--- src/shared/status_integrity_pkg.sv ---
// Constants, field layout and state types of the status and integrity register group
`default_nettype none
package status_integrity_pkg;

    // Register offsets
    localparam logic [7:0] ADDR_DEVICE_STATUS = 8'h14;
    localparam logic [7:0] ADDR_TICK_COUNT    = 8'h15;
    localparam logic [7:0] ADDR_OFFSET_CORR_X = 8'h16;
    localparam logic [7:0] ADDR_OFFSET_CORR_Y = 8'h17;
    localparam logic [7:0] ADDR_RESERVED_A    = 8'h1c;
    localparam logic [7:0] ADDR_RESERVED_B    = 8'h1d;

    // Device status bit positions; bits 5 and 7 are unused
    localparam int BIT_RESET_OCCURRED = 0;
    localparam int BIT_OFFSET_X       = 1;
    localparam int BIT_OFFSET_Y       = 2;
    localparam int BIT_MISO_MISMATCH  = 3;
    localparam int BIT_INIT_PROGRESS  = 4;
    localparam int BIT_DATA_ERROR     = 6;

    // Reset values
    localparam logic [7:0] RESET_BYTE = 8'h00;
    localparam logic [9:0] PRESCALE_RESET = 10'h000;

    // Tick prescaler: 10 bits, divide by 1024
    localparam int         PRESCALE_WIDTH = 10;
    localparam int         PRESCALE_DIV   = 1024;
    localparam logic [9:0] PRESCALE_LAST  = 10'(PRESCALE_DIV - 1);
    localparam logic [7:0] TICK_STEP      = 8'h01;

    // 3-bit check over x^3 + x + 1, seed 111
    localparam logic [2:0] CRC_SEED = 3'h7;
    localparam logic [2:0] CRC_POLY = 3'h3;
    localparam int         CRC_BYTES = 8;
    localparam int         ARRAY_BITS = CRC_BYTES * 8;

    // Internal initialisation length in clock cycles
    localparam logic [7:0] INIT_CYCLES = 8'h40;
    localparam logic [7:0] INIT_STEP   = 8'h01;

    typedef enum logic [1:0]
    {
        PH_RESET,
        PH_INIT,
        PH_RUN,
        PH_HELD
    } phase_e;

    typedef struct packed
    {
        phase_e     phase;
        logic [7:0] init_cnt;
        logic [9:0] prescale;
        logic [7:0] tick;
        logic [7:0] corr_x;
        logic [7:0] corr_y;
        logic       data_error;
        logic       init_flag;
        logic       miso_flag;
        logic       offx_flag;
        logic       offy_flag;
        logic       reset_flag;
        logic       wr_fault;
        logic       fault_resp;
        logic [7:0] rd_data;
        logic       rd_valid;
        logic       in_reset;
    } state_s;

endpackage : status_integrity_pkg
`default_nettype wire

--- src/hdl/status_integrity_registers.sv ---
// Device status, tick counter, offset correction readback, array checks and supply-driven reset
`default_nettype none
module status_integrity_registers
(
    input  wire logic        clock_in,
    input  wire logic        resetn_in,
    input  wire logic        supply_ok_in,
    input  wire logic        cap_fail_in,
    input  wire logic        cap_fail_hold_in,
    input  wire logic        reg_rd_in,
    input  wire logic        reg_wr_in,
    input  wire logic [7:0]  reg_addr_in,
    input  wire logic [7:0]  reg_wdata_in,
    input  wire logic        miso_mismatch_in,
    input  wire logic        offset_limit_x_in,
    input  wire logic        offset_limit_y_in,
    input  wire logic        other_fault_in,
    input  wire logic        corr_valid_x_in,
    input  wire logic        corr_valid_y_in,
    input  wire logic [7:0]  corr_x_in,
    input  wire logic [7:0]  corr_y_in,
    input  wire logic [63:0] otp_array_in,
    input  wire logic [2:0]  otp_crc_in,
    input  wire logic [63:0] writable_array_in,
    input  wire logic [2:0]  writable_crc_in,
    input  wire logic        end_of_init_bit_in,
    output logic [7:0]       rd_data_out,
    output logic             rd_valid_out,
    output logic             in_reset_out,
    output logic             fault_response_out,
    output logic             write_lock_out
);

    ////////////////////////////////////////////////////////////////////////////
    // Check function

    // Serial 3-bit CRC, bytes in ascending order, each byte MSB first
    function automatic logic [2:0] crc3(input logic [63:0] arr);
        logic [2:0] c;
        logic       fb;
        c = status_integrity_pkg::CRC_SEED;
        fb = 1'b0;
        for (int i = 0; i < status_integrity_pkg::CRC_BYTES; i++)
        begin
            for (int b = 7; b >= 0; b--)
            begin
                fb = c[2] ^ arr[i * 8 + b];
                c = {c[1:0], 1'b0} ^ (fb ? status_integrity_pkg::CRC_POLY : 3'h0);
            end
        end
        return c;
    endfunction : crc3

    ////////////////////////////////////////////////////////////////////////////
    // State

    status_integrity_pkg::state_s st_r;
    status_integrity_pkg::state_s st_nxt;
    logic                         lock_r;

    logic otp_bad;
    logic wr_bad;
    logic status_read;
    logic active;

    // Continuous recompute of both checks
    assign otp_bad     = crc3(otp_array_in) != otp_crc_in;
    assign wr_bad      = crc3(writable_array_in) != writable_crc_in;
    assign active      = (st_r.phase == status_integrity_pkg::PH_INIT) || (st_r.phase == status_integrity_pkg::PH_RUN);
    assign status_read = reg_rd_in && active && (reg_addr_in == status_integrity_pkg::ADDR_DEVICE_STATUS);

    ////////////////////////////////////////////////////////////////////////////
    // Next-state logic

    // Set always wins over the read-clear so an event in the read cycle survives
    always_comb
    begin
        st_nxt = st_r;
        st_nxt.rd_valid = 1'b0;
        st_nxt.in_reset = 1'b0;
        // Prescaler and tick counter run in every phase, but a bad supply outside the held phase freezes them
        st_nxt.prescale = st_r.prescale + 10'(1);
        if (st_r.prescale == status_integrity_pkg::PRESCALE_LAST)
        begin
            st_nxt.prescale = status_integrity_pkg::PRESCALE_RESET;
            st_nxt.tick = st_r.tick + status_integrity_pkg::TICK_STEP;
        end
        case (st_r.phase)
            status_integrity_pkg::PH_RESET:
            begin
                st_nxt.in_reset = 1'b1;
                if (supply_ok_in)
                begin
                    st_nxt.phase = status_integrity_pkg::PH_INIT;
                    st_nxt.init_cnt = status_integrity_pkg::RESET_BYTE;
                    st_nxt.init_flag = 1'b1;
                    st_nxt.reset_flag = 1'b1;
                    st_nxt.in_reset = 1'b0;
                end
            end
            status_integrity_pkg::PH_INIT:
            begin
                st_nxt.reset_flag = 1'b1;
                st_nxt.init_cnt = st_r.init_cnt + status_integrity_pkg::INIT_STEP;
                if (st_nxt.init_cnt == status_integrity_pkg::INIT_CYCLES)
                begin
                    st_nxt.phase = status_integrity_pkg::PH_RUN;
                    st_nxt.init_flag = 1'b0;
                end
            end
            status_integrity_pkg::PH_RUN:
            begin
                st_nxt.init_flag = 1'b0;
            end
            default:
            begin
                // Held after a capacitor failure; only the external reset leaves this
                st_nxt.in_reset = 1'b1;
            end
        endcase
        if (active)
        begin
            // Read returns the flags as they stand, then clears the transient ones
            if (status_read)
            begin
                st_nxt.data_error = 1'b0;
                st_nxt.miso_flag = 1'b0;
                st_nxt.offx_flag = 1'b0;
                st_nxt.offy_flag = 1'b0;
                if (st_r.phase == status_integrity_pkg::PH_RUN)
                begin
                    st_nxt.reset_flag = 1'b0;
                end
            end
            if (end_of_init_bit_in && wr_bad)
            begin
                st_nxt.wr_fault = 1'b1;
            end
            if (otp_bad || st_r.wr_fault || other_fault_in)
            begin
                st_nxt.data_error = 1'b1;
            end
            if (miso_mismatch_in)
            begin
                st_nxt.miso_flag = 1'b1;
            end
            if (offset_limit_x_in)
            begin
                st_nxt.offx_flag = 1'b1;
            end
            if (offset_limit_y_in)
            begin
                st_nxt.offy_flag = 1'b1;
            end
            if (corr_valid_x_in)
            begin
                st_nxt.corr_x = corr_x_in;
            end
            if (corr_valid_y_in)
            begin
                st_nxt.corr_y = corr_y_in;
            end
            if (cap_fail_in && cap_fail_hold_in)
            begin
                // Report reset from the first held cycle, not one cycle late
                st_nxt.phase = status_integrity_pkg::PH_HELD;
                st_nxt.in_reset = 1'b1;
            end
            else if (cap_fail_in)
            begin
                st_nxt.reset_flag = 1'b1;
                st_nxt.fault_resp = 1'b1;
            end
            // Register read port; reserved and unmapped addresses read as zero
            if (reg_rd_in)
            begin
                st_nxt.rd_valid = 1'b1;
                st_nxt.rd_data = status_integrity_pkg::RESET_BYTE;
                if (reg_addr_in == status_integrity_pkg::ADDR_DEVICE_STATUS)
                begin
                    st_nxt.rd_data[status_integrity_pkg::BIT_RESET_OCCURRED] = st_r.reset_flag;
                    st_nxt.rd_data[status_integrity_pkg::BIT_OFFSET_X] = st_r.offx_flag;
                    st_nxt.rd_data[status_integrity_pkg::BIT_OFFSET_Y] = st_r.offy_flag;
                    st_nxt.rd_data[status_integrity_pkg::BIT_MISO_MISMATCH] = st_r.miso_flag;
                    st_nxt.rd_data[status_integrity_pkg::BIT_INIT_PROGRESS] = st_r.init_flag;
                    st_nxt.rd_data[status_integrity_pkg::BIT_DATA_ERROR] = st_r.data_error;
                end
                else if (reg_addr_in == status_integrity_pkg::ADDR_TICK_COUNT)
                begin
                    st_nxt.rd_data = st_r.tick;
                end
                else if (reg_addr_in == status_integrity_pkg::ADDR_OFFSET_CORR_X)
                begin
                    st_nxt.rd_data = st_r.corr_x;
                end
                else if (reg_addr_in == status_integrity_pkg::ADDR_OFFSET_CORR_Y)
                begin
                    st_nxt.rd_data = st_r.corr_y;
                end
            end
            // Writes here are dropped: the group is read-only and reserved bytes take zeros only
        end
        // Supply monitor overrides everything except the held phase; fuse check runs again after release
        if (!supply_ok_in && st_r.phase != status_integrity_pkg::PH_HELD)
        begin
            st_nxt = '0;
            st_nxt.prescale = st_r.prescale;
            st_nxt.tick = st_r.tick;
            st_nxt.phase = status_integrity_pkg::PH_RESET;
            st_nxt.in_reset = 1'b1;
        end
    end

    ////////////////////////////////////////////////////////////////////////////
    // Registers

    // State register; one asynchronous reset for the whole group
    always_ff @(posedge clock_in or negedge resetn_in)
    begin
        if (!resetn_in)
        begin
            st_r <= '0;
            st_r.phase <= status_integrity_pkg::PH_RESET;
            st_r.in_reset <= 1'b1;
            lock_r <= 1'b0;
        end
        else
        begin
            st_r <= st_nxt;
            lock_r <= end_of_init_bit_in && active;
        end
    end

    // Outputs straight from flip-flops
    assign rd_data_out        = st_r.rd_data;
    assign rd_valid_out       = st_r.rd_valid;
    assign in_reset_out       = st_r.in_reset;
    assign fault_response_out = st_r.fault_resp;
    assign write_lock_out     = lock_r;
endmodule : status_integrity_registers
`default_nettype wire

--- config.mk ---
export PLATFORM = sky130hd
export DESIGN_NAME = status_integrity_registers
export DESIGN_NICKNAME = d
export VERILOG_FILES = /design/src/shared/status_integrity_pkg.sv /design/src/hdl/status_integrity_registers.sv
export SDC_FILE = /design/constraint.sdc
export NUM_CORES = 1
export LEC_CHECK = 0
export ABC_AREA = 1
export BUFFER_PORTS_ARGS = -buffer_cell sky130_fd_sc_hd__buf_2
export CORE_UTILIZATION = 45
export DETAILED_ROUTE_END_ITERATION = 6
export MAX_ROUTING_LAYER = met4
export PLACE_DENSITY_LB_ADDON = 0.25
export REMOVE_ABC_BUFFERS = 1
export SYNTH_ARGS = -nofsm -noshare
export SYNTH_HDL_FRONTEND = slang
export SYNTH_SLANG_ARGS = --single-unit
--- constraint.sdc ---
create_clock -name clock_in -period 1.6 [get_ports clock_in]
set_input_delay 0.16 -clock clock_in [delete_from_list [all_inputs] [get_ports clock_in]]
set_output_delay 0.16 -clock clock_in [all_outputs]
set_load 0.05 [all_outputs]
==> metrics.txt, run 1 <==
compound-gate portion of the synthesized area 5.31%; final count of negative-setup-slack endpoints 13; via count 8819; Seq cells post-synth 63; clk_lat worst skew 0.33 ns; YS warnings 0; Simple-Gate Fraction of Synth Area 53.6%; post-synthesis mux area share 0%; CTS tree done; vias in the first global route 7977; Tightest Pin Transition approximately 0.37 ns; slack of the critical path -4.43 ns; DR DRC count 0; dpl cells 1736; dpl ws -4.68 ns; layout cells sized above 1 40.8%; XOR/XNOR Fraction of Synth Area 8.61%; Synth Area in Adders 1.15%; Syn Inst Count 1259; R2R Path Start st_r[53]; Storage cell area 1580 um^2; Routed Wire Length 20300 um; I/O pin cnt about 190; Max Fclk 166 MHz; status finished with violations; area delta synth->final 40.8%; Overflow after GRT 0; fillcell total 1491; pin count of the biggest net entering global routing 52; Setup crit start kind primary input; initial antenna violation count 1; Tcrit/Tclk final 377%; min Tclk post-route a little over 6 ns; WHS Path Cells 3; CTS Buf Count 9; Post-synth top flop dfrtp_1; crit-path max FO 4; die area 17500 um^2; Max-slew headroom ~75%; required arrival time at the worst endpoint 1.86 ns; EDFF count, synth 0; R2R depth 12; drt pass-1 iters 6; critical path class primary input to flop; Max Root-Sink Buffers 2; HPWL after DPL between 15000 and 20000 um; Reg clk slew, reported paths 0.05 ns; post-route ant nets 0; row count 47; clk_skew 0.00632 ns; first-pass GRT wire length 32100 um; multi-input logic area 5990 um^2; Distinct cells, synth 41; Root Driver clkbuf_16; Crit-path slowest cell xnor3_1; Post-Syn Area per Cell 6.05 um^2; Core Box Area 16600 um^2; hold_sp end_of_init_bit_in; fraction of registers with async set/reset between 90% and 100%; most frequent cell on the critical path nand2_2; Worst EP arrival 6.29 ns; drt via density 4.95; Final Max Tran Viols 0; failing checks negative setup slack; Fin. Hold Viols 0; Hold WC Path Type primary input to flop; crit end category flop; Initial Utilization 45.9%; largest family of logic cells by synthesized area simple AND/OR/NAND/NOR gates; Final nets 1742; synthesized area 7620 um^2; H-tree depth 3; R2R Path End st_r[16]; WL per Instance about 11 um; end of the worst hold path write_lock_out; r2r setup slk -0.16 ns; Non-Filler Instances 1781; initial DRC count 359; delay of the slowest critical-path stage 0.24 ns; Clock Sinks 63; sequential share of the synthesized area 20.7%; routability cong. 0.875; Tot GR Track Use about 22%; RSZ-0062 raised after global routing yes; max-capacitance violation count 0; chip width 132 um; Die Y 132 um; port buffer count 182
## final cells by class
class | instances | area share, %
sequential | 63 | 14.7
tap | 220 | 2.57
timing repair buffer | 300 | 17.4
clock buffer | 11 | 2.26
clock inverter | 5 | 0.315
multi-input combinational | 988 | 55.9
antenna | 1 | 0.0233
inverter | 193 | 6.80
## metrics by stage
| stage | util [%] | hold slack (ns) | TNS, ns | instance area, um^2 |
|---|---|---|---|---|
| after floorplan | - | -0.136 | -21.50 | 7530 |
| after global placement | 56.7 | 0.0734 | -12.80 | 9400 |
| after detailed placement | 56.7 | 0.0769 | -13.06 | 9400 |
| after CTS | 59.8 | 0.0424 | -9.36 | 9910 |
| after global routing | 64.7 | 0.0694 | -12.35 | 10700 |
| final | 64.7 | 0.0443 | -9.18 | 10700 |
## repair_timing
action                     CTS  global route
setup buffers               10            17
setup endpoints to repair   54            50
hold buffers                 1             0
gates cloned                 0             2
pin swaps                   18            77
gates resized for setup     42           179
hold endpoints to repair    12             0
## worst max-delay path by stage
stage               slack, ns                 start  cells past startpoint        to
detailed placement      -4.68  writable_array_in[7]                     61  st_r[11]
finish                  -4.43  writable_array_in[7]                     60  st_r[11]
floorplan               -3.85  writable_array_in[7]                     60  st_r[11]
global placement        -4.49  writable_array_in[7]                     59  st_r[11]
CTS                     -4.27       otp_array_in[7]                     77  st_r[17]
global route            -5.24       otp_array_in[7]                     75  st_r[17]
## placed cells by master, fill, tap and decap left out, types with 11 or more instances in the layout
master	n
nand2_1	347
nand3_1	186
buf_2	183
inv_1	153
nand2_2	147
buf_4	102
dfrtp_1	62
nand3_2	54
nand3b_1	38
inv_2	38
xor2_1	30
o21ai_0	23
nor2_1	18
xnor2_1	17
nand2_4	17
nor2_4	11
## worst max-delay path, delay by kind of cell
kind | cells | cell delay, ns
AOI/OAI and AO/OA | 1 | 0.10
xor gates and xnor gates | 7 | 1.22
buffers and inverters | 9 | 0.90
and+or+nand+nor | 43 | 3.85
## cell usage after synthesis, types with 2 or more instances
cell type  number  area (um^2)
xor2_2          2         32.5
a221oi_1        5         43.8
nand4_1         4         25.0
nand2_1       408         1530
nand2_4         6         67.6
o22ai_1         5         31.3
nor3_1          6         30.0
nor2_1         33          124
xnor2_1        25          219
nand3b_1       38          285
dfrtp_1        62         1550
buf_1           2         7.51
o21ai_0        34          170
a211oi_1        2         15.0
nor4_1          5         31.3
nand3_2        22          220
inv_1         168          631
xor2_1         34          298
buf_4           8         60.1
o211ai_1        2         15.0
nand2_2        97          607
a22o_1          4         35.0
a21oi_1         6         30.0
ha_1            7         87.6
nor2_2          5         31.3
xnor3_1         4         90.1
a31oi_1         2         12.5
inv_2          24         90.1
nand3_1       224         1120
clkbuf_1        4         15.0
## layer usage
metal | vias to the layer above | global-route usage (%) | wire, um
met4 | 0 | 4.01 | 272
li1 | 4619 | - | -
met2 | 220 | 40.4 | 10400
met5 | - | - | 0
met1 | 3957 | 25.9 | 8760
met3 | 23 | 2.96 | 828
## state kept, by name, summed over array words and instances (netlist names)
register,cells
st_r,51
rd_data_out,8
fault_response_out,1
in_reset_out,1
rd_valid_out,1
write_lock_out,1
## cells by family (layout without fill, tap and decap cells)
kind of cell,after synthesis,count (layout)
AOI/OAI and AO/OA,66,66
DFF,63,63
buffers and inverters,208,509
other,0,1
xor gates and xnor gates,66,66
and+or+nand+nor,849,849
adders and majority gates,7,7
Power of run 1 is left out: the tool's default activity adds up to more than one toggle a clock period on the data nets, which glitch-free logic cannot reach.
==> run 2: changes to the inputs <==
- CELL_PAD_IN_SITES_DETAIL_PLACEMENT: unset -> 0
- CELL_PAD_IN_SITES_GLOBAL_PLACEMENT: unset -> 1
- CORE_UTILIZATION: 45 -> 34
==> run 2 against run 1 <==
Compared with the run above: the flow still finishes with violations (negative setup slack); die area is 32% higher; flip-flop and latch count stayed put; register-to-register slack better by 0.02 ns; count of clock-buffer cells in the layout is 2 lower; sequential share of layout area is 1.3 points lower; global-route usage is 4.5 points lower; core utilization is 11 points lower; highest routed layer unchanged.
==> metrics.txt, run 2 (synthesized netlist as in run 1, its figures left out) <==
status finished with violations; failing checks negative setup slack; R2R Path Start st_r[60]; DR DRC count 0 (unchanged); met3 WL 806 um (-2.7%); cell area after placement 9480 um^2 (+0.85%); worst setup path end st_r[17]; Die Y 152 um (+15%); final count of negative-setup-slack endpoints 13 (unchanged); Biggest register st_r; worst setup path startpoint otp_array_in[5]; Reg clk slew, reported paths 0.06 ns (about the same); first-pass GRT wire length 32600 um (+1.6%); Hold WC Path Type primary input to flop; R2R Path End st_r[51]; routability cong. 0.846 (-3.3%); clk_skew 0.00580 ns (-0.000526 ns); post-route ant nets 0 (unchanged); Worst EP arrival 6.28 ns (about the same); post-route cell area 11700 um^2 (+9.3%); Core Box Area 21900 um^2 (+32%); via count 8719 (-1.1%); vias in the first global route 7847 (-1.6%); Final Max Tran Viols 0 (unchanged); CTS Buf Count 9 (unchanged); layout cells sized above 1 50.2% (+9.4 points); port buffer count 182 (unchanged); CTS tree done; most frequent cells in the layout 250 x nand2_1, 195 x nand2_2, 180 x buf_2; Fin. Hold Viols 0 (unchanged); delay of the slowest critical-path stage 0.17 ns (-0.07 ns); crit-path max FO 4 (unchanged); WL per Instance 11.5 um (+0.99%); area delta synth->final 53.8%; fillcell total 2168 (+45%); slack of the critical path -4.46 ns (-0.0258 ns); WL met2 11000 um (+5.3%); Initial Utilization 34.8% (-11 points); HPWL after DPL 16000 um (+4.2%); H-tree depth 3 (unchanged); r2r setup slk -0.14 ns (+0.02 ns); Clock Sinks 63 (unchanged); antenna diode count 0 (-1); RSZ-0062 raised after global routing yes; critical path class primary input to flop; Max Root-Sink Buffers 2 (unchanged); Max Fclk 165 MHz (-0.43%); Crit-path slowest cell nand3b_1; R2R depth 13 (+1); DR top layer met4; drt via density 4.73 (-4.5%); Root Driver clkbuf_16; initial DRC count 175 (-51%); drt pass-1 iters 5 (-1); commonest non-fill, non-tap cell in the layout nand2_1; M1 WL 9300 um (+6.2%); Tcrit/Tclk final 379% (+1.6 points); pin count of the biggest net entering global routing 64 (+23%); max-capacitance violation count 0 (unchanged); Tightest Pin Transition 0.369 ns (+0.00211 ns); clk_lat worst skew 0.33 ns (about the same); Max-slew headroom 75.2% (-0.23 points); Final nets 1746 (+0.23%); crit end category flop; die area 23000 um^2 (+32%); Overflow after GRT 0 (unchanged); I/O pin cnt 192 (unchanged); max reg flops 51 (unchanged); Routed Wire Length 21200 um (+4.6%); initial antenna violation count 0 (-1); row count 54 (+15%); Setup crit start kind primary input; most frequent cell on the critical path nand2_2; Tot GR Track Use 17.7% (-4.5 points); min Tclk post-route 6.06 ns (+0.0258 ns); chip width 152 um (+15%); required arrival time at the worst endpoint 1.82 ns (-0.04 ns)
==> run 2: changes by cell type in the layout (fill, tap and decap cells not counted), moves of 5 or more <==
cell and change:
inv_1 -6, nand3_4 +11, o21ai_0 -9, nand2_2 +48
nand2_4 +49, nand3_1 -42, inv_4 +5, nand3_2 +31
o21ai_1 +10, buf_6 +5, nand2_1 -97
==> run 2: how the worst min path moves through the flow <==
stage | to | cells past startpoint | start | slack (ns)
after floorplan | fault_response_out | 0 | resetn_in | -0.14
after global placement | rd_data_out[6] | 2 | resetn_in | 0.20
after detailed placement | rd_valid_out | 2 | resetn_in | 0.20
after CTS | st_r[18] | 3 | corr_y_in[0] | 0.05
after global routing | st_r[25] | 3 | corr_y_in[7] | 0.05
final | st_r[18] | 3 | corr_y_in[0] | 0.05
==> run 2: per-stage QoR <==
stage	cells	util (%)	setup TNS [ns]	hold WS (ns)	setup WS [ns]
floorplan	1244	-	-21.50	-0.136	-3.85
global placement	1795	43.3	-12.65	0.203	-4.64
detailed placement	1795	43.3	-12.40	0.199	-4.72
CTS	1832	47.5	-9.27	0.0455	-4.29
global route	1844	53.5	-12.28	0.0521	-5.10
finish	1844	53.5	-9.42	0.0518	-4.46
==> run 2: routing by layer <==
layer  vias up  track usage, %
li1       4626               -
met1      3943            20.8
met2       140            31.9
met3        10            2.57
met4         0            3.22
met5         -               -
==> run 2: timing repair <==
action | 4_1_cts | 5_1_grt
hold endpoints to repair | 62 | 0
setup buffers | 20 | 17
resized for setup | 117 | 330
cloned | 0 | 0
hold buffers | 1 | 0
pin swaps | 68 | 158
endpoints found under the setup margin | 43 | 54
==> run 2: final cells by class <==
class | count | area [um^2] | share of cell area [%]
multi-input combinational | 988 | 6830 | 58.3
timing repair buffer | 304 | 1920 | 16.4
sequential | 63 | 1580 | 13.5
inverter | 193 | 742 | 6.33
tap | 280 | 350 | 2.99
clock buffer | 9 | 225 | 1.92
clock inverter | 7 | 72.6 | 0.619
==> run 2: critical path: cells and delay by family <==
family        cells  cell delay, ns
buf+inv           7            0.50
simple gates     72            5.61
Power of run 2 is left out for the same reason.
==> run 3: changes to the inputs <==
- CAP_MARGIN: unset -> 40
- HOLD_SLACK_MARGIN: unset -> 0.12
==> run 3 against run 2 <==
Compared with the run above: the flow still finishes with violations (negative setup slack); clock skew about the same; non-clock buffer count up 20; design area up 1.7%; final cell count up 1.1%; die area unchanged; core utilization up 0.91 points; maximum frequency up 0.10%; count of clock-buffer cells in the layout unchanged; setup slack better by 0.0061 ns; first-iteration DRC count down 2.3%; via count up 0.87%; critical path depth unchanged.
==> metrics.txt, run 3 (synthesized netlist as in run 1, its figures left out) <==
status finished with violations; failing checks negative setup slack; Max-slew headroom 75.2% (unchanged); Biggest register st_r; CTS tree done; slack of the critical path -4.45 ns (+0.00608 ns); clk_skew 0.00616 ns (+0.000363 ns); Fin. Hold Viols 0 (unchanged); Reg clk slew, reported paths 0.06 ns (about the same); commonest non-fill, non-tap cell in the layout nand2_1; vias in the first global route 7930 (+1.1%); HPWL after DPL 16000 um (unchanged); drt via density 4.72 (-0.21%); Tightest Pin Transition 0.369 ns (unchanged); via count 8795 (+0.87%); R2R depth 13 (unchanged); Crit-path slowest cell nand3b_1; drt pass-1 iters 5 (unchanged); post-route ant nets 0 (unchanged); post-route cell area 11900 um^2 (+1.7%); routability cong. 0.846 (unchanged); Final nets 1766 (+1.1%); most frequent cell on the critical path nand2_2; crit-path max FO 4 (unchanged); cell area after placement 9480 um^2 (unchanged); WHS Path Cells 3 (unchanged); required arrival time at the worst endpoint 1.82 ns (about the same); Max Root-Sink Buffers 2 (unchanged); final count of negative-setup-slack endpoints 12 (-1); Die Y 152 um (unchanged); critical path class primary input to flop; Core Box Area 21900 um^2 (unchanged); Final Max Tran Viols 0 (unchanged); max reg flops 51 (unchanged); first-pass GRT wire length 32900 um (+0.76%); antenna diode count 0 (unchanged); Overflow after GRT 0 (unchanged); port buffer count 182 (unchanged); crit end category flop; fillcell total 2151 (-0.78%); DR DRC count 0 (unchanged); Worst EP arrival 6.27 ns (about the same); Setup crit start kind primary input; most frequent cells in the layout 250 x nand2_1, 195 x nand2_2, 180 x buf_2; RSZ-0062 raised after global routing yes; Routed Wire Length 21400 um (+1.1%); initial DRC count 171 (-2.3%); Tcrit/Tclk final 378% (-0.38 points); Tot GR Track Use 17.8% (+0.12 points); Hold WC Path Type primary input to flop; Clock Sinks 63 (unchanged); area delta synth->final 56.5%; Storage cell area 1580 um^2 (unchanged); Max Fclk 165 MHz (+0.10%); fin util 54.4% (+0.91 points); pin count of the biggest net entering global routing 64 (unchanged); layout cells sized above 1 49.6% (-0.63 points); multi-input logic area 6830 um^2 (unchanged); H-tree depth 3 (unchanged); row count 54 (unchanged); min Tclk post-route 6.05 ns (-0.00608 ns); clk_lat worst skew 0.33 ns (about the same); Root Driver clkbuf_16; Initial Utilization 34.8% (unchanged); Hold Slack 0.123 ns (+0.0709 ns); CTS Buf Count 9 (unchanged); delay of the slowest critical-path stage 0.17 ns (about the same); WL per Instance 11.5 um (about the same); initial antenna violation count 0 (unchanged); max-capacitance violation count 0 (unchanged); I/O pin cnt 192 (unchanged); chip width 152 um (unchanged); die area 23000 um^2 (unchanged); total negative slack -9.34 ns (+0.0799 ns)
run 3: changes by cell type in the layout (fill, tap and decap cells not counted):
cell and change:
dlygate4sd3_1 +20
run 3: per-stage QoR:
step | cells | worst slack (ns)
3_3_place_gp | 1795 | -4.64
5_1_grt | 1864 | -5.10
4_1_cts | 1852 | -4.29
3_5_place_dp | 1795 | -4.72
6_report | 1864 | -4.45
2_1_floorplan | 1244 | -3.85
run 3: critical path, delay by kind of cell:
kind,cells,cell delay [ns]
AND/OR/NAND/NOR,72,5.61
buffers and inverters,7,0.50
run 3: area by class of cell:
class                           instances  share of cell area, %
Inverter                              193                   6.23
Timing Repair Buffer                  324                   17.8
Clock inverter                          7                  0.609
Tap cell                              280                   2.94
Sequential cell                        63                   13.2
Clock buffer                            9                   1.89
Multi-Input combinational cell        988                   57.3
run 3: path summary, 6_finish.rpt:
path | endpoint | start | slack (ns)
min | fault_response_out | cap_fail_in | 0.12
min in group asynchronous | rd_valid_out | resetn_in | 0.36
min reg2reg | st_r[17] | st_r[17] | 0.47
max reg2reg | st_r[51] | st_r[60] | -0.13
max in group asynchronous | in_reset_out | resetn_in | 0.90
max | st_r[17] | otp_array_in[5] | -4.45
run 3: timing repair:
item | CTS | global route
hold endpoints to repair | 82 | 0
hold buffers | 21 | 0
resized for setup | 117 | 330
buffers inserted | 20 | 17
pin swaps | 68 | 158
endpoints found under the setup margin | 43 | 54
run 3: per-layer routing:
metal	global-route usage (%)	up-vias	wire length, um	share of wire [%]
li1	-	4662	-	-
met1	20.9	3968	9370	44
met2	32.1	149	11100	52
met3	2.54	16	802	3.7
met4	3.22	0	163	0.76
met5	-	-	0	0
Power of run 3 is left out for the same reason.
